<file path="config.mk">
export PLATFORM = sky130hd
export DESIGN_NAME = nhc_host
export DESIGN_NICKNAME = d
export VERILOG_FILES = /design/src/nhc_pkg.sv /design/src/nhc_host.sv
export SDC_FILE = /design/constraint.sdc
export NUM_CORES = 1
export LEC_CHECK = 0
export ABC_AREA = 0
export BUFFER_PORTS_ARGS = -buffer_cell sky130_fd_sc_hd__buf_2
export CAP_MARGIN = 20
export CORE_MARGIN = 5
export CORE_UTILIZATION = 30
export DETAILED_ROUTE_END_ITERATION = 12
export PLACE_DENSITY_LB_ADDON = 0.15
export SYNTH_ARGS = -nofsm -noshare
export SYNTH_HDL_FRONTEND = slang
export SYNTH_SLANG_ARGS = --single-unit
</file>
<file path="constraint.sdc">
create_clock -name aclk -period 2.4 [get_ports aclk]
set_input_delay 0.12 -clock aclk [delete_from_list [all_inputs] [get_ports aclk]]
set_output_delay 0.12 -clock aclk [all_outputs]
set_load 0.02 [all_outputs]
</file>
<file path="src/nhc_pkg.sv">
// Constants, commands and register map of the NAND host controller
package nhc_pkg;
    // Clock and device timing
    localparam int unsigned CLK_PERIOD_NS = 100;
    localparam int unsigned WB_TIME_NS = 100;
    localparam int unsigned WB_CYCLES = (WB_TIME_NS + CLK_PERIOD_NS - 1) / CLK_PERIOD_NS;
    localparam logic [2:0] WB_CNT = 3'(WB_CYCLES);

    // Register byte offsets on the AXI4-Lite port
    localparam logic [7:0] ADDR_CTRL = 8'h00;
    localparam logic [7:0] ADDR_CYCLE = 8'h04;
    localparam logic [7:0] ADDR_STAT = 8'h08;
    localparam logic [7:0] ADDR_RDATA = 8'h0C;
    localparam logic [7:0] ADDR_NSTAT = 8'h10;
    localparam logic [7:0] ADDR_ID_LO = 8'h14;
    localparam logic [7:0] ADDR_ID_HI = 8'h18;

    // Control register bits
    localparam int unsigned CTRL_WP_EN = 0;
    localparam int unsigned CTRL_CE = 1;
    localparam int unsigned CTRL_ERR_CLR = 2;
    localparam logic [1:0] CTRL_RESET = 2'h0;

    // Cycle register layout: byte in [7:0], kind in [10:8]
    localparam int unsigned CYC_KIND_LSB = 8;
    localparam int unsigned KIND_W = 3;

    // Device status byte bit positions
    localparam int unsigned SB_FAIL_CUR = 0;
    localparam int unsigned SB_FAIL_PREV = 1;
    localparam int unsigned SB_PB_READY = 5;
    localparam int unsigned SB_DC_READY = 6;

    // Row address cycles holding the block address
    localparam logic [2:0] ADDR_IDX_BLK_LO = 3'h2;
    localparam logic [2:0] ADDR_IDX_BLK_HI = 3'h3;
    localparam int unsigned BLK_LSB = 6;
    localparam logic [2:0] ID_BYTES = 3'h5;

    // Device commands
    localparam logic [7:0] CMD_READ = 8'h00;
    localparam logic [7:0] CMD_READ_GO = 8'h30;
    localparam logic [7:0] CMD_CREAD = 8'h31;
    localparam logic [7:0] CMD_CREAD_LAST = 8'h3F;
    localparam logic [7:0] CMD_COPY_READ = 8'h3A;
    localparam logic [7:0] CMD_SERIAL_IN = 8'h80;
    localparam logic [7:0] CMD_COL_CHG = 8'h85;
    localparam logic [7:0] CMD_COPY_PROG = 8'h8C;
    localparam logic [7:0] CMD_PROG = 8'h10;
    localparam logic [7:0] CMD_CACHE_PROG = 8'h15;
    localparam logic [7:0] CMD_ERASE_SETUP = 8'h60;
    localparam logic [7:0] CMD_ERASE_GO = 8'hD0;
    localparam logic [7:0] CMD_ID = 8'h90;
    localparam logic [7:0] CMD_STATUS = 8'h70;
    localparam logic [7:0] CMD_RESET = 8'hFF;

    localparam logic [1:0] RESP_OKAY = 2'h0;
    localparam logic [1:0] RESP_SLVERR = 2'h2;

    typedef enum logic [KIND_W-1:0] {KIND_CMD, KIND_ADDR, KIND_WDATA, KIND_RDATA,
        KIND_WAIT} nhc_kind_e;

    // Commands after which the device pulls ready/busy low
    function automatic logic nhc_busy_cmd(input logic [7:0] cmd);
        nhc_busy_cmd = (cmd == CMD_PROG) || (cmd == CMD_CACHE_PROG) || (cmd == CMD_ERASE_GO)
            || (cmd == CMD_READ_GO) || (cmd == CMD_COPY_READ) || (cmd == CMD_CREAD)
            || (cmd == CMD_CREAD_LAST) || (cmd == CMD_RESET);
    endfunction : nhc_busy_cmd
endpackage : nhc_pkg

</file>
<file path="src/nhc_host.sv">
// NAND host controller: AXI4-Lite register slave driving the NAND pins
// What this block does
// - Cache programming starts with 15h after data; device busy during cache transfer.
// - Restart cached programming when target block address changes; the block refuses a changed block address instead.
// - Cached programming ends with 10h; ready means last page programmed.
// - Current result valid only with page-buffer ready, previous with cache ready.
// - Page copy gives target address after 8Ch; data input optional.
// - Page copy ends with 8Ch then 10h, or is cut short by FFh.
// - Write protect stays high from 3Ah until 10h is latched; it falls while the copy program is still busy.
// - Erase is 60h, block address, D0h; starts on D0h strobe.
// - After 70h the status byte is read with read strobes.
// - Trust pass/fail only when ready after a program or erase.
// - Page copy begins with 00h, address, 3Ah.
// - Intermediate copy targets use 8Ch, address, data, 15h.
// - After 80h only 85h, 10h, 15h or FFh may follow.
// - While busy only 70h or FFh may be issued.
`timescale 1ns/100ps
module nhc_host
    import nhc_pkg::*;
(
    input wire logic aclk,
    input wire logic aresetn,
    input wire logic [7:0] awaddr,
    input wire logic awvalid,
    output logic awready,
    input wire logic [31:0] wdata,
    input wire logic [3:0] wstrb,
    input wire logic wvalid,
    output logic wready,
    output logic [1:0] bresp,
    output logic bvalid,
    input wire logic bready,
    input wire logic [7:0] araddr,
    input wire logic arvalid,
    output logic arready,
    output logic [31:0] rdata,
    output logic [1:0] rresp,
    output logic rvalid,
    input wire logic rready,
    output logic nand_ce_n,
    output logic nand_cle,
    output logic nand_ale,
    output logic nand_we_n,
    output logic read_strobe_n,
    output logic nand_wp_n,
    output logic [7:0] nand_io_out,
    output logic nand_io_oe,
    input wire logic [7:0] nand_io_in,
    input wire logic ready_busy_out
);
    typedef enum logic [2:0] {ST_IDLE, ST_STROBE, ST_RECOVER, ST_READ_LOW, ST_WAIT} nhc_state_e;

    // Bus group state
    logic bvalid_ff, nxt_bvalid;
    logic [1:0] bresp_ff, nxt_bresp;
    logic rvalid_ff, nxt_rvalid;
    logic [1:0] rresp_ff, nxt_rresp;
    logic [31:0] rdata_ff, nxt_rdata;
    logic [1:0] ctrl_ff, nxt_ctrl;
    logic err_ff, nxt_err;
    // Engine group state
    nhc_state_e state_ff, nxt_state;
    nhc_kind_e kind_ff, nxt_kind;
    logic [7:0] byte_ff, nxt_byte;
    logic cle_ff, nxt_cle, ale_ff, nxt_ale, we_n_ff, nxt_we_n, re_n_ff, nxt_re_n;
    logic oe_ff, nxt_oe, wp_n_ff, nxt_wp_n;
    logic [2:0] wb_cnt_ff, nxt_wb_cnt;
    logic serial_ff, nxt_serial, cache_ff, nxt_cache, copy_ff, nxt_copy;
    logic [9:0] blk_ff, nxt_blk;
    logic [2:0] addr_idx_ff, nxt_addr_idx;
    logic after_stat_ff, nxt_after_stat, after_id_ff, nxt_after_id;
    logic [2:0] id_idx_ff, nxt_id_idx;
    logic [7:0] id_ff [5], nxt_id [5];
    logic [7:0] last_ff, nxt_last, nstat_ff, nxt_nstat;
    logic prog_ctx_ff, nxt_prog_ctx, cache_ctx_ff, nxt_cache_ctx;
    // Shared combinational terms
    logic wr_go, rd_go, cyc_req, cyc_legal, cyc_go, dev_busy;
    nhc_kind_e req_kind;
    logic [7:0] req_byte;
    logic cur_valid, prev_valid;

    function automatic logic [31:0] nhc_word(input logic [7:0] b);
        nhc_word = {24'h0, b};
    endfunction : nhc_word

    // Handshakes: write address and data are taken together
    assign wr_go = awvalid && wvalid && !bvalid_ff;
    assign awready = wr_go;
    assign wready = wr_go;
    assign arready = !rvalid_ff;
    assign rd_go = arvalid && !rvalid_ff;
    assign bvalid = bvalid_ff;
    assign bresp = bresp_ff;
    assign rvalid = rvalid_ff;
    assign rresp = rresp_ff;
    assign rdata = rdata_ff;
    assign nand_ce_n = !ctrl_ff[CTRL_CE];
    assign nand_cle = cle_ff;
    assign nand_ale = ale_ff;
    assign nand_we_n = we_n_ff;
    assign read_strobe_n = re_n_ff;
    assign nand_wp_n = wp_n_ff;
    assign nand_io_out = byte_ff;
    assign nand_io_oe = oe_ff;

    assign req_kind = nhc_kind_e'(wdata[CYC_KIND_LSB +: KIND_W]);
    assign req_byte = wdata[7:0];
    assign cyc_req = wr_go && (awaddr == ADDR_CYCLE) && (wstrb[1:0] == 2'h3);
    // Busy from the pin, or the short window before the pin falls
    assign dev_busy = !ready_busy_out || (wb_cnt_ff != 3'h0);

    // pass/fail validity gated by readiness flags
    assign cur_valid = prog_ctx_ff && nstat_ff[SB_PB_READY];
    assign prev_valid = cache_ctx_ff && nstat_ff[SB_DC_READY];

    // Legality of a requested pin cycle
    always_comb begin
        cyc_legal = 1'b1;
        unique case (req_kind)
            KIND_CMD: begin
                // only status or reset while busy
                if (dev_busy && (req_byte != CMD_STATUS) && (req_byte != CMD_RESET)) begin
                    cyc_legal = 1'b0;
                end
                if (serial_ff && (req_byte != CMD_COL_CHG) && (req_byte != CMD_PROG)
                    && (req_byte != CMD_CACHE_PROG) && (req_byte != CMD_RESET)) begin
                    cyc_legal = 1'b0;
                end
                // program confirms need a serial input first
                if (!serial_ff && ((req_byte == CMD_PROG) || (req_byte == CMD_CACHE_PROG))) begin
                    cyc_legal = 1'b0;
                end
                if (copy_ff && (req_byte == CMD_SERIAL_IN)) begin
                    cyc_legal = 1'b0;
                end
            end
            KIND_ADDR: begin
                // block change inside a cached or copy run is refused
                if ((cache_ff || copy_ff) && serial_ff) begin
                    if ((addr_idx_ff == ADDR_IDX_BLK_LO) && (req_byte[7:BLK_LSB] != blk_ff[1:0])) begin
                        cyc_legal = 1'b0;
                    end
                    if ((addr_idx_ff == ADDR_IDX_BLK_HI) && (req_byte != blk_ff[9:2])) begin
                        cyc_legal = 1'b0;
                    end
                end
            end
            // data input only inside a program sequence
            KIND_WDATA: cyc_legal = serial_ff;
            default: cyc_legal = 1'b1;
        endcase
    end
    assign cyc_go = cyc_req && (state_ff == ST_IDLE) && cyc_legal;

    // Bus group next values
    always_comb begin
        nxt_bvalid = bvalid_ff && !bready;
        nxt_bresp = bresp_ff;
        nxt_rvalid = rvalid_ff && !rready;
        nxt_rresp = rresp_ff;
        nxt_rdata = rdata_ff;
        nxt_ctrl = ctrl_ff;
        nxt_err = err_ff;
        if (wr_go) begin
            nxt_bvalid = 1'b1;
            nxt_bresp = RESP_OKAY;
            if ((awaddr == ADDR_CTRL) && wstrb[0]) begin
                nxt_ctrl = {wdata[CTRL_CE], wdata[CTRL_WP_EN]};
                if (wdata[CTRL_ERR_CLR]) begin
                    nxt_err = 1'b0;
                end
            end else if (!cyc_go) begin
                nxt_bresp = RESP_SLVERR;
            end
        end
        // Refusal wins over a clear in the same cycle
        if (cyc_req && !cyc_go) begin
            nxt_err = 1'b1;
        end
        if (rd_go) begin
            nxt_rvalid = 1'b1;
            nxt_rresp = RESP_OKAY;
            unique case (araddr)
                ADDR_CTRL: nxt_rdata = {30'h0, ctrl_ff};
                ADDR_CYCLE: nxt_rdata = {21'h0, kind_ff, byte_ff};
                ADDR_STAT: nxt_rdata = {26'h0, copy_ff, cache_ff, serial_ff, err_ff,
                    ready_busy_out, state_ff != ST_IDLE};
                ADDR_RDATA: nxt_rdata = nhc_word(last_ff);
                ADDR_NSTAT: nxt_rdata = {20'h0, prev_valid, cur_valid,
                    nstat_ff[SB_FAIL_PREV] && prev_valid, nstat_ff[SB_FAIL_CUR] && cur_valid,
                    nstat_ff};
                ADDR_ID_LO: nxt_rdata = {id_ff[3], id_ff[2], id_ff[1], id_ff[0]};
                ADDR_ID_HI: nxt_rdata = nhc_word(id_ff[4]);
                default: begin
                    nxt_rdata = 32'h0;
                    nxt_rresp = RESP_SLVERR;
                end
            endcase
        end
    end

    // Bus group registers
    always_ff @(posedge aclk) begin
        if (!aresetn) begin
            bvalid_ff <= 1'b0;
            bresp_ff <= RESP_OKAY;
            rvalid_ff <= 1'b0;
            rresp_ff <= RESP_OKAY;
            rdata_ff <= 32'h0;
            ctrl_ff <= CTRL_RESET;
            err_ff <= 1'b0;
        end else begin
            bvalid_ff <= nxt_bvalid;
            bresp_ff <= nxt_bresp;
            rvalid_ff <= nxt_rvalid;
            rresp_ff <= nxt_rresp;
            rdata_ff <= nxt_rdata;
            ctrl_ff <= nxt_ctrl;
            err_ff <= nxt_err;
        end
    end

    // Engine next values: one pin cycle per accepted request other than a wait
    always_comb begin
        nxt_state = state_ff;
        nxt_kind = kind_ff;
        nxt_byte = byte_ff;
        nxt_cle = cle_ff;
        nxt_ale = ale_ff;
        nxt_we_n = we_n_ff;
        nxt_re_n = re_n_ff;
        nxt_oe = oe_ff;
        nxt_wb_cnt = (wb_cnt_ff != 3'h0) ? wb_cnt_ff - 3'h1 : wb_cnt_ff;
        nxt_serial = serial_ff;
        nxt_cache = cache_ff;
        nxt_copy = copy_ff;
        nxt_blk = blk_ff;
        nxt_addr_idx = addr_idx_ff;
        nxt_after_stat = after_stat_ff;
        nxt_after_id = after_id_ff;
        nxt_id_idx = id_idx_ff;
        nxt_id = id_ff;
        nxt_last = last_ff;
        nxt_nstat = nstat_ff;
        nxt_prog_ctx = prog_ctx_ff;
        nxt_cache_ctx = cache_ctx_ff;
        nxt_wp_n = ctrl_ff[CTRL_WP_EN] || copy_ff;
        unique case (state_ff)
            ST_IDLE: begin
                if (cyc_go) begin
                    nxt_kind = req_kind;
                    nxt_byte = req_byte;
                    unique case (req_kind)
                        KIND_CMD, KIND_ADDR, KIND_WDATA: begin
                            nxt_state = ST_STROBE;
                            nxt_cle = (req_kind == KIND_CMD);
                            nxt_ale = (req_kind == KIND_ADDR);
                            nxt_we_n = 1'b0;
                            nxt_oe = 1'b1;
                        end
                        KIND_RDATA: begin
                            nxt_state = ST_READ_LOW;
                            nxt_re_n = 1'b0;
                        end
                        default: nxt_state = ST_WAIT;
                    endcase
                end
            end
            ST_STROBE: begin
                // Device latches on this rising write strobe
                nxt_we_n = 1'b1;
                nxt_state = ST_RECOVER;
                if (kind_ff == KIND_CMD) begin
                    nxt_addr_idx = 3'h0;
                    nxt_after_stat = 1'b0;
                    nxt_after_id = 1'b0;
                    // busy window armed on busy-starting commands
                    if (nhc_busy_cmd(byte_ff)) begin
                        nxt_wb_cnt = WB_CNT;
                    end
                    unique case (byte_ff)
                        // serial input opens, 8Ch for copy targets
                        CMD_SERIAL_IN, CMD_COPY_PROG: nxt_serial = 1'b1;
                        // final page closes cached and copy runs
                        CMD_PROG: begin
                            nxt_serial = 1'b0;
                            nxt_cache = 1'b0;
                            nxt_copy = 1'b0;
                            nxt_prog_ctx = 1'b1;
                            nxt_cache_ctx = 1'b0;
                        end
                        CMD_CACHE_PROG: begin
                            nxt_serial = 1'b0;
                            nxt_cache = !copy_ff;
                            nxt_prog_ctx = 1'b1;
                            nxt_cache_ctx = 1'b1;
                        end
                        // erase result lands in status byte
                        CMD_ERASE_GO: begin
                            nxt_prog_ctx = 1'b1;
                            nxt_cache_ctx = 1'b0;
                        end
                        // source page read starts the copy
                        CMD_COPY_READ: begin
                            nxt_copy = 1'b1;
                            nxt_prog_ctx = 1'b0;
                        end
                        CMD_READ_GO, CMD_CREAD, CMD_CREAD_LAST: nxt_prog_ctx = 1'b0;
                        CMD_RESET: begin
                            nxt_serial = 1'b0;
                            nxt_cache = 1'b0;
                            nxt_copy = 1'b0;
                        end
                        // following reads return the status byte
                        CMD_STATUS: nxt_after_stat = 1'b1;
                        CMD_ID: begin
                            nxt_after_id = 1'b1;
                            nxt_id_idx = 3'h0;
                        end
                        default: nxt_serial = serial_ff;
                    endcase
                end else if (kind_ff == KIND_ADDR) begin
                    // block captured while no run holds it
                    if (!(cache_ff || copy_ff)) begin
                        if (addr_idx_ff == ADDR_IDX_BLK_LO) begin
                            nxt_blk[1:0] = byte_ff[7:BLK_LSB];
                        end
                        if (addr_idx_ff == ADDR_IDX_BLK_HI) begin
                            nxt_blk[9:2] = byte_ff;
                        end
                    end
                    if (addr_idx_ff != 3'h7) begin
                        nxt_addr_idx = addr_idx_ff + 3'h1;
                    end
                end
            end
            ST_READ_LOW: begin
                // Sample at the end of the low phase
                nxt_re_n = 1'b1;
                nxt_state = ST_RECOVER;
                nxt_last = nand_io_in;
                if (after_stat_ff) begin
                    nxt_nstat = nand_io_in;
                end
                if (after_id_ff && (id_idx_ff < ID_BYTES)) begin
                    nxt_id[id_idx_ff] = nand_io_in;
                    nxt_id_idx = id_idx_ff + 3'h1;
                end
            end
            ST_RECOVER: begin
                nxt_cle = 1'b0;
                nxt_ale = 1'b0;
                nxt_oe = 1'b0;
                nxt_state = ST_IDLE;
            end
            ST_WAIT: begin
                // Waits out the busy window, then for the pin to rise
                if (!dev_busy) begin
                    nxt_state = ST_IDLE;
                end
            end
            default: nxt_state = ST_IDLE;
        endcase
    end

    // Engine registers
    always_ff @(posedge aclk) begin
        if (!aresetn) begin
            state_ff <= ST_IDLE;
            kind_ff <= KIND_CMD;
            byte_ff <= 8'h00;
            cle_ff <= 1'b0;
            ale_ff <= 1'b0;
            we_n_ff <= 1'b1;
            re_n_ff <= 1'b1;
            oe_ff <= 1'b0;
            wp_n_ff <= 1'b0;
            wb_cnt_ff <= 3'h0;
            serial_ff <= 1'b0;
            cache_ff <= 1'b0;
            copy_ff <= 1'b0;
            blk_ff <= 10'h000;
            addr_idx_ff <= 3'h0;
            after_stat_ff <= 1'b0;
            after_id_ff <= 1'b0;
            id_idx_ff <= 3'h0;
            id_ff <= '{default: 8'h00};
            last_ff <= 8'h00;
            nstat_ff <= 8'h00;
            prog_ctx_ff <= 1'b0;
            cache_ctx_ff <= 1'b0;
        end else begin
            state_ff <= nxt_state;
            kind_ff <= nxt_kind;
            byte_ff <= nxt_byte;
            cle_ff <= nxt_cle;
            ale_ff <= nxt_ale;
            we_n_ff <= nxt_we_n;
            re_n_ff <= nxt_re_n;
            oe_ff <= nxt_oe;
            wp_n_ff <= nxt_wp_n;
            wb_cnt_ff <= nxt_wb_cnt;
            serial_ff <= nxt_serial;
            cache_ff <= nxt_cache;
            copy_ff <= nxt_copy;
            blk_ff <= nxt_blk;
            addr_idx_ff <= nxt_addr_idx;
            after_stat_ff <= nxt_after_stat;
            after_id_ff <= nxt_after_id;
            id_idx_ff <= nxt_id_idx;
            id_ff <= nxt_id;
            last_ff <= nxt_last;
            nstat_ff <= nxt_nstat;
            prog_ctx_ff <= nxt_prog_ctx;
            cache_ctx_ff <= nxt_cache_ctx;
        end
    end
endmodule : nhc_host

</file>
* Yosys cells after proc, flatten, opt, wreduce, memory -nomap -nowiden
Index checks and enable logic that the tools add are counted.
** Word-level totals
- Bits in registers :: 143
- Input bits :: 68
- Word-level logic and storage cells :: 247
** Cells by class
- Add/subtract/negate cells :: 3
- Order comparisons :: 3
- Equal/unequal tests :: 48
- Multiplexer cells :: 58
- Bitwise operators :: 3
- Reductions and logical operators :: 97
** Operators with widths (count)
- $pmux W32 S7 :: 1
- $eq A8 B5 Y1 const B :: 7
- $eq A8 B8 Y1 const B :: 6
- $bwmux W40 :: 1
- $mux W3 :: 12
- $eq A8 B6 Y1 const B :: 4
- $reduce_and A3 Y1 :: 10
- $logic_and A1 B1 Y1 :: 28
- $reduce_bool A2 Y1 :: 14
- $mux W1 :: 25
- $demux W8 S3 :: 1
- $pmux W1 S2 :: 10
- $eq A3 B2 Y1 const B :: 6
- $eq A8 B3 Y1 const B :: 2
- $eq A8 B4 Y1 const B :: 2
- $logic_not A8 Y1 :: 2
- $ne A8 B5 Y1 const B :: 2
- $ne A8 B8 Y1 const B :: 2
- $pmux W3 S2 :: 2
- $reduce_and A2 Y1 :: 6
- $logic_or A1 B1 Y1 :: 11
- $reduce_and A5 Y1 :: 2
- $eq A3 B1 Y1 const B :: 3
- $logic_not A1 Y1 :: 9
- other kinds (27) :: 44

* Depth between registers and ports, before layout
Gate-level depths: netlist of run 1.
- Word-level depth :: 14
- Depth in mapped cells :: 9
- Mapped depth without buffers :: 8

* Worst setup path before layout of run 1
No wires, ideal clock.
- Kind :: input -> register
- Start :: input port awaddr[1]
- End :: register ale_ff (netlist: nand_ale)
- Setup time :: 0.073 ns
- Data arrival time :: 2.150 ns
- Setup slack :: 0.177 ns
- Cell stages on the path :: 6
- Path buffers :: 0
- Cell sequence :: or4_1 or4_4 a211oi_4 a32oi_4 or4_1 o211ai_2
** On the way
- Longest elaborated chain between the ends :: 7
** RTL lines
- start: declaration :: line nhc_host.sv:23 : input wire logic [7:0] awaddr,
- $eq A8 B3 Y1 :: line nhc_host.sv:108 : assign cyc_req = wr_go && (awaddr == ADDR_CYCLE) && (wstrb[1:0] == 2'h3);
- $logic_and A1 B1 Y1 (2 in series) :: line nhc_host.sv:108
- $logic_and A1 B1 Y1 (2 in series) :: line nhc_host.sv:153 : assign cyc_go = cyc_req && (state_ff == ST_IDLE) && cyc_legal;
- $ne A2 B2 Y1 (no source line)
- $reduce_and A3 Y1 (no source line)
- end signal: assignment :: line nhc_host.sv:397 : ale_ff <= nxt_ale;
- end: declaration :: line nhc_host.sv:65 : logic cle_ff, nxt_cle, ale_ff, nxt_ale, we_n_ff, nxt_we_n, re_n_ff, nxt_re_n;
No other way between the ends.
A chain may end at the register's enable or synchronous reset.

* Final worst setup path of run 1
- Start :: register wb_cnt_ff[0]
- End :: register bresp_ff[1] (netlist: bresp[1])
** On the way
- Longest elaborated chain between the ends :: 12
** RTL lines
- start: declaration :: line nhc_host.sv:67 : logic [2:0] wb_cnt_ff, nxt_wb_cnt;
- start signal: assignment :: line nhc_host.sv:402 : wb_cnt_ff <= nxt_wb_cnt;
- $reduce_bool A3 Y1 :: line nhc_host.sv:110 : assign dev_busy = !ready_busy_out || (wb_cnt_ff != 3'h0);
- $logic_or A1 B1 Y1 :: line nhc_host.sv:110
- $logic_and A1 B1 Y1 (2 in series) :: line nhc_host.sv:122 : if (dev_busy && (req_byte != CMD_STATUS) && (req_byte != CMD_RESET)) begin
- $mux W1 :: line nhc_host.sv:122
- $mux W1 :: line nhc_host.sv:125 : if (serial_ff && (req_byte != CMD_COL_CHG) && (req_byte != CMD_PROG)
- $mux W1 :: line nhc_host.sv:130 : if (!serial_ff && ((req_byte == CMD_PROG) || (req_byte == CMD_CACHE_PROG))) begin
- $mux W1 :: line nhc_host.sv:133 : if (copy_ff && (req_byte == CMD_SERIAL_IN)) begin
- $pmux W1 S3 :: line nhc_host.sv:119 : unique case (req_kind)
- $logic_and A1 B1 Y1 :: line nhc_host.sv:153
- $mux W2 :: line nhc_host.sv:172 : end else if (!cyc_go) begin
- $mux W2 :: line nhc_host.sv:167 : if ((awaddr == ADDR_CTRL) && wstrb[0]) begin
- end signal: assignment :: line nhc_host.sv:214 : bresp_ff <= nxt_bresp;
- end: declaration :: line nhc_host.sv:55 : logic [1:0] bresp_ff, nxt_bresp;
No other way between the ends.

==> results of run 1 <==
## metrics by stage
stage / total power (W) / utilization [%]
after floorplan: 0.00267 / -
after global placement: 0.00282 / 35.0
after detailed placement: 0.00282 / 35.0
after CTS: 0.00555 / 38.1
after global routing: 0.00570 / 38.1
final: 0.00548 / 38.1
## worst min path at each step
| stage | start | endpoint | slack, ns |
|---|---|---|---|
| 2_1_floorplan | wdata[10] | state_ff[0]$_SDFFE_PN0P_ | 0.20 |
| 3_3_place_gp | rready | rvalid$_SDFF_PN0_ | 0.39 |
| 3_5_place_dp | bready | bvalid$_SDFF_PN0_ | 0.39 |
| 4_1_cts | wdata[3] | nand_io_out[3]$_SDFFE_PN0P_ | 0.004 |
| 5_1_grt | wdata[8] | kind_ff[0]$_SDFFE_PN0P_ | 0.03 |
| 6_report | wdata[4] | nand_io_out[4]$_SDFFE_PN0P_ | 0.03 |
## cell usage after synthesis, types with 10 or more instances
library cell  number  area, sq um
nand3_1           44          220
o21ai_1           19         95.1
inv_1             13         48.8
o21ai_0           10         50.1
dfxtp_1          141         2820
nand2_1           90          338
xnor2_1           12          105
nor2_1            83          312
clkbuf_1          43          161
a21oi_1           64          320
mux2i_1           57          571
## layout by cell type, fill, tap and decap left out, types with 3 or more instances in the layout
| cell | instances |
|---|---|
| buf_4 | 38 |
| a21oi_1 | 64 |
| nand2b_1 | 5 |
| and3_1 | 6 |
| nand2_1 | 90 |
| inv_1 | 13 |
| a22oi_1 | 4 |
| a211oi_1 | 4 |
| o21ai_0 | 10 |
| nor2_1 | 83 |
| mux2_2 | 5 |
| nand3b_1 | 3 |
| nor2b_1 | 7 |
| or4_1 | 7 |
| ha_1 | 7 |
| nand3_1 | 44 |
| clkinvlp_4 | 5 |
| and2_1 | 9 |
| a21o_1 | 6 |
| clkbuf_16 | 17 |
| o21ai_1 | 19 |
| inv_6 | 3 |
| o22ai_1 | 5 |
| dfxtp_1 | 141 |
| dlygate4sd3_1 | 3 |
| a222oi_1 | 7 |
| o211a_1 | 4 |
| xnor2_1 | 12 |
| nor3_1 | 9 |
| or3_1 | 3 |
| buf_2 | 98 |
| a31oi_1 | 3 |
| mux2i_1 | 57 |
| o31ai_1 | 3 |
| nand4_1 | 7 |
| nor4_1 | 7 |
## routing by layer
metal / share of wire [%] / routed length, microns / GRT usage (%)
met2: 45 / 9060 / 25.9
met5: 0 / 0 / 0
met4: 0.88 / 177 / 3.60
met1: 49 / 9970 / 23.5
met3: 4.9 / 999 / 3.72
## report_power, final
part	internal [W]	switching [W]
sequential	0.00237	0.0000172
combinational	0.000137	0.000252
clock	0.00161	0.00110
total	0.00412	0.00137
## layout make-up
| type | count | share of cell area [%] |
|---|---|---|
| Clock buffer | 19 | 5.66 |
| Clock inverter | 13 | 1.94 |
| Inverter | 14 | 0.672 |
| Multi-Input combinational cell | 537 | 41.5 |
| Sequential cell | 141 | 35.2 |
| Tap cell | 275 | 4.30 |
| Timing Repair Buffer | 142 | 10.7 |
## kinds of logic (layout without fill, tap and decap cells)
family | count (synthesis) | in the layout | synth area share [%]
compound gates | 156 | 156 | 15.9
xor+xnor | 14 | 14 | 1.91
fa+ha+maj | 7 | 7 | 1.37
buf+inv | 66 | 188 | 4.10
flops | 141 | 141 | 44.1
mux | 64 | 64 | 10.5
other cells | 1 | 2 | 0.0585
simple gates | 294 | 294 | 22.1
## registers in the layout, indices dropped and copies added (netlist names), 2 cells and up
name / cells
id_ff: 40
ctrl_ff: 2
addr_idx_ff: 3
last_ff: 8
nstat_ff: 8
blk_ff: 10
nand_io_out: 8
rdata: 32
id_idx_ff: 3
wb_cnt_ff: 3
state_ff: 3
kind_ff: 3
## worst reg2reg max path, cell delays in order (launching register included)
cell,delay (ns)
dfxtp_1,0.35
inv_1,0.06
ha_1,0.22
nand3b_1,0.23
o22ai_1,0.16
o211a_1,0.28
a32oi_4,0.33
buf_6,0.22
o221ai_1,0.14
a21oi_1,0.13
## timing repair
item                       4_1_cts  5_1_grt
setup buffers                    0        0
setup endpoints to repair        0        2
gates resized for setup          0        1
hold buffers                     3        0
hold endpoints to repair         3        0
==> summary.txt, run 1 <==
Status
  • Status: completed

Place
  • Area after DPL: 0.00737 sq mm
  • Final HPWL DP: ~14,000 microns
  • Placer congestion estimate: 0.822
  • Placement Setup Slack: 0.0634 ns
  • Port Buffers: 98
  • Placed Cells incl. Taps: 1,106

Clocking
  • Root Buffer: clkbuf_16
  • Clock Latency Late Sink: ~0.42 ns
  • # clock sinks: 141
  • CTS Buf Count: 17
  • CTS tree: built
  • Worst-path clk slew: 0.06 ns
  • Clk buf depth: 2
  • H-Tree Depth: 4

Power
  • Leak: between 3 and 4 nW
  • IR drop worst, VDD: roughly 0.00049 V
  • Pwr per Cell Area: between 600 and 700 mW/mm^2

Finish
  • Share of cells above drive strength 1: 21.7%
  • Final #Nets: about 930
  • Area Growth Syn to Fin: 25.0%
  • Layout fillers: 2,222
  • Ant. Diodes: 0
  • Post-Layout Cell Count: 1,141
  • Register area: 0.00282 sq mm
  • Area of the multi-input gates: between 0.003 and 0.004 sq mm
  • Final instance area: 0.00801 sq mm

Setup path
  • Crit end category: flip-flop
  • Worst path cell trace: inv_1 -> ha_1 -> nand3b_1 -> o22ai_1 -> o211a_1 -> a32oi_4 -> buf_6 -> o221ai_1 -> a21oi_1
  • CP required: 2.74 ns
  • Crit Path Class: flip-flop to flip-flop
  • Crit path capture: bresp[1]$_SDFFE_PN0P_
  • Stages on worst setup path: 9
  • Crit-path max FO: 14
  • R2R Path End: bresp[1]$_SDFFE_PN0P_
  • CP max stage cell: dfxtp_1
  • Setup crit start: wb_cnt_ff[0]$_SDFF_PN0_
  • Startpoint Class: flip-flop
  • Reg2reg path depth: 9
  • Setup slack, reg-to-reg: 0.19 ns
  • Critical Path AT: 2.55 ns
  • Worst reg2reg path startpoint: wb_cnt_ff[0]$_SDFF_PN0_
  • CP delay by family, top: compound AO/OA/AOI/OAI gates
  • Max incr delay on CP: 0.35 ns
  • CP Buf/Inv Count: 2

Die
  • Die width: approximately 160 microns
  • Area of the die: ~0.024 sq mm
  • Die height: around 160 microns
  • IO Count: 124
  • Initial core utilization: 30.5%
  • Core area: 0.0210 sq mm
  • FP Rows: 53

Drt
  • Antenna Nets Post-Route: 0
  • DRT Wirelength: 20,200 microns
  • First-pass DRT Iterations: 5
  • Vias per cell: 5.05
  • Detail-routed net length per standard cell: 17.7 microns
  • Drt drc: 0
  • Via count: 5,764
  • Initial DRC Count: 322

Timing
  • Fin Hold WS: around 0.028 ns
  • Final hold violation count: 0
  • Setup Viol. Count Final: 0
  • Slew margin rel.: 47.6%
  • Setup_tns: 0 ns
  • Min setup slack post-route: ~0.19 ns
  • Worst-Margin Slew: 0.782 ns
  • Final max-slew violation count: 0
  • Layout Skew: 0.0105 ns
  • Max Freq: 452 MHz
  • Period utilisation layout: roughly 92%
  • RSZ-0062 raised after global routing: false
  • Final min period: 2.21 ns

Yosys
  • Async SR Flop Fraction: 0%
  • Post-synthesis cell type count: 70
  • Synth Warn #: 0
  • Post-synthesis register bit count: 141
  • Avg Synthesized Cell Area: 8.62 sq um
  • Mapped Cells: 743
  • Ys flop type: dfxtp_1
  • Sequential share of the synthesized area: 44.1%
  • Mapped cell area: between 0.006 and 0.007 sq mm
  • Post-synth EDFFs: 0

Global route
  • GRT overflow: 0
  • Initial antenna violation count: 0
  • Largest net degree at the start of global routing: 49
  • Total track usage: 16.6%
  • Vias in the first global route: 5,668
  • First-pass GRT wire length: 31,900 microns

Worst hold path
  • Hold Path Depth: 3
  • Type of the most critical hold path: input pin to flip-flop

Flow run
  • Max_cap viols: 0
Power figures use the tool's default switching activity.
==> run 2, diff against run 1 <==
--- a/config.mk
+++ b/config.mk
@@ -6,7 +6,7 @@
 export NUM_CORES = 1
 export LEC_CHECK = 0
 export ABC_AREA = 0
-export BUFFER_PORTS_ARGS = -buffer_cell sky130_fd_sc_hd__buf_2
+export BUFFER_PORTS_ARGS = -buffer_cell sky130_fd_sc_hd__clkbuf_2
 export CAP_MARGIN = 20
 export CORE_MARGIN = 5
 export CORE_UTILIZATION = 30
==> run 2 against run 1 <==
Core utilization decreased by 0.28 points. Cell count shrank 0.18%. Clock skew shrank 0.00099 ns. Clock-buffer cell count did not move. Sequential power about the same. Power fell by 3.2%. Global-route usage fell by 0.088 points. Register-to-register slack got worse by 0.02 ns. Critical endpoint unchanged. Largest power group unchanged.
==> summary.txt, run 2 (same netlist as run 1, synthesis figures left out) <==
Status
  • Status: completed

Clocking
  • CTS tree: built
  • # clock sinks: 141
  • Root Buffer: clkbuf_16
  • Worst-path clk slew: 0.06 ns
  • H-Tree Depth: 4
  • Clk buf depth: 2
  • CTS Buf Count: 17
  • Clock Latency Late Sink: approximately 0.4 ns
  • Post-CTS Setup Bufs: 0

Die
  • FP Rows: 53
  • Core area: between 0.02 and 0.025 sq mm
  • Die width: 156 microns
  • Area of the die: 0.0244 sq mm
  • IO Count: 124
  • Initial core utilization: 30.5%
  • Die height: 156 microns

Drt
  • Vias per cell: 5.05
  • DRT Wirelength: 20,200 microns
  • Drt drc: 0
  • First-pass DRT Iterations: 5
  • Detail-routed net length per standard cell: 17.7 microns
  • Initial DRC Count: 257
  • Via count: roughly 5,700
  • Antenna Nets Post-Route: 0

Setup path
  • Crit-path max FO: 12
  • Crit Path Class: flip-flop to flip-flop
  • Crit end category: flip-flop
  • Worst path cell trace: inv_1 -> ha_1 -> nand3b_1 -> o22ai_1 -> o211a_1 -> a32oi_4 -> buf_4 -> o221ai_1 -> a21oi_1
  • CP max stage cell: dfxtp_1
  • Startpoint Class: flip-flop
  • Critical Path AT: ~2.6 ns
  • Max incr delay on CP: 0.34 ns
  • CP required: 2.74 ns

Timing
  • Period utilisation layout: 93.1%
  • Layout Skew: 0.00950 ns
  • Final min period: 2.23 ns
  • RSZ-0062 raised after global routing: false
  • Setup_tns: 0 ns
  • Worst-Margin Slew: 0.782 ns
  • Final max-slew violation count: 0
  • Final hold violation count: 0
  • Max Freq: about 450 MHz
  • Slew margin rel.: between 40% and 50%
  • Setup Viol. Count Final: 0
  • Min setup slack post-route: 0.166 ns
  • Fin Hold WS: 0.0301 ns

Global route
  • Total track usage: 16.5%
  • Vias in the first global route: 5,603
  • First-pass GRT wire length: approximately 32,000 microns
  • GRT overflow: 0
  • Largest net degree at the start of global routing: 50
  • Initial antenna violation count: 0

Finish
  • Commonest cells after routing, fill and taps aside: 141 x dfxtp_1, 98 x clkbuf_2, 90 x nand2_1, 83 x nor2_1, 64 x a21oi_1
  • Area Growth Syn to Fin: 24.1%
  • Largest register FFs: 40
  • Layout fillers: about 2,200
  • Share of cells above drive strength 1: about 22%
  • Commonest non-fill, non-tap cell in the layout: dfxtp_1
  • Final #Nets: 926
  • Most flops, register: id_ff
  • Final core utilization: between 30 and 40%
  • Ant. Diodes: 0

Place
  • Placement Setup Slack: 0.0320 ns
  • Port Buffers: 98
  • Placer congestion estimate: 0.836
  • Final HPWL DP: 14,400 microns

Power
  • Leak: 3.23 nW
  • Pwr per Cell Area: between 600 and 700 mW/mm^2
  • Final total power: 0.00531 W
  • IR drop worst, VDD: around 0.00048 V

Worst hold path
  • Type of the most critical hold path: input pin to flip-flop

Flow run
  • Max_cap viols: 0
[run 2: metal layers]
layer | GRT usage (%) | wire, microns | up-vias | share of wire [%]
li1 | - | - | 2852 | -
met1 | 23.4 | 9980 | 2749 | 49
met2 | 25.6 | 9030 | 128 | 45
met3 | 3.36 | 879 | 19 | 4.4
met4 | 4.50 | 274 | 0 | 1.4
met5 | 0 | 0 | - | 0
[run 2: worst max-delay path, delay by kind of cell, from the launching register on]
family / cells / cell delay [ns]
adder cells (fa/ha/maj): 1 / 0.22
AND/OR/NAND/NOR: 1 / 0.24
AO/OA/AOI/OAI: 5 / 1.03
flip-flops: 1 / 0.34
buffers and inverters: 2 / 0.31
[run 2: stage by stage]
stage | instance area [sq um] | instances
floorplan | 6410 | 744
global placement | 7360 | 1105
detailed placement | 7360 | 1105
CTS | 7950 | 1139
global route | 7950 | 1139
finish | 7950 | 1139
[run 2: path summary, 6_finish.rpt]
kind,from,to,slack (ns),depth (start not counted)
setup / recovery,wb_cnt_ff[0]$_SDFF_PN0_,bresp[1]$_SDFFE_PN0P_,0.17,9
hold / removal,wdata[5],nand_io_out[5]$_SDFFE_PN0P_,0.03,3
setup reg to reg,wb_cnt_ff[0]$_SDFF_PN0_,bresp[1]$_SDFFE_PN0P_,0.17,9
hold reg to reg,rdata[25]$_SDFFE_PN0P_,rdata[25]$_SDFFE_PN0P_,0.45,2
[run 2: final cells by class]
cell class | instances | area (sq um) | share of cell area (%)
multi-input cells | 537 | 3320 | 41.8
flip-flops and latches | 141 | 2820 | 35.5
repair buffers | 140 | 836 | 10.5
clock buffers | 19 | 453 | 5.70
well taps | 275 | 344 | 4.33
clock inverters | 13 | 118 | 1.48
inverters | 14 | 53.8 | 0.677
[run 2: where the power goes]
part / switching, W / total (W) / internal, W
clock network: 0.00106 / 0.00254 / 0.00148
registers: 0.0000159 / 0.00238 / 0.00237
logic: 0.000252 / 0.000388 / 0.000136
[run 2: what timing repair did]
| action | 4_1_cts | 5_1_grt |
|---|---|---|
| setup endpoints to repair | 0 | 2 |
| resized for setup | 0 | 1 |
| hold buffers | 2 | 0 |
| endpoints found under the hold margin | 2 | 0 |
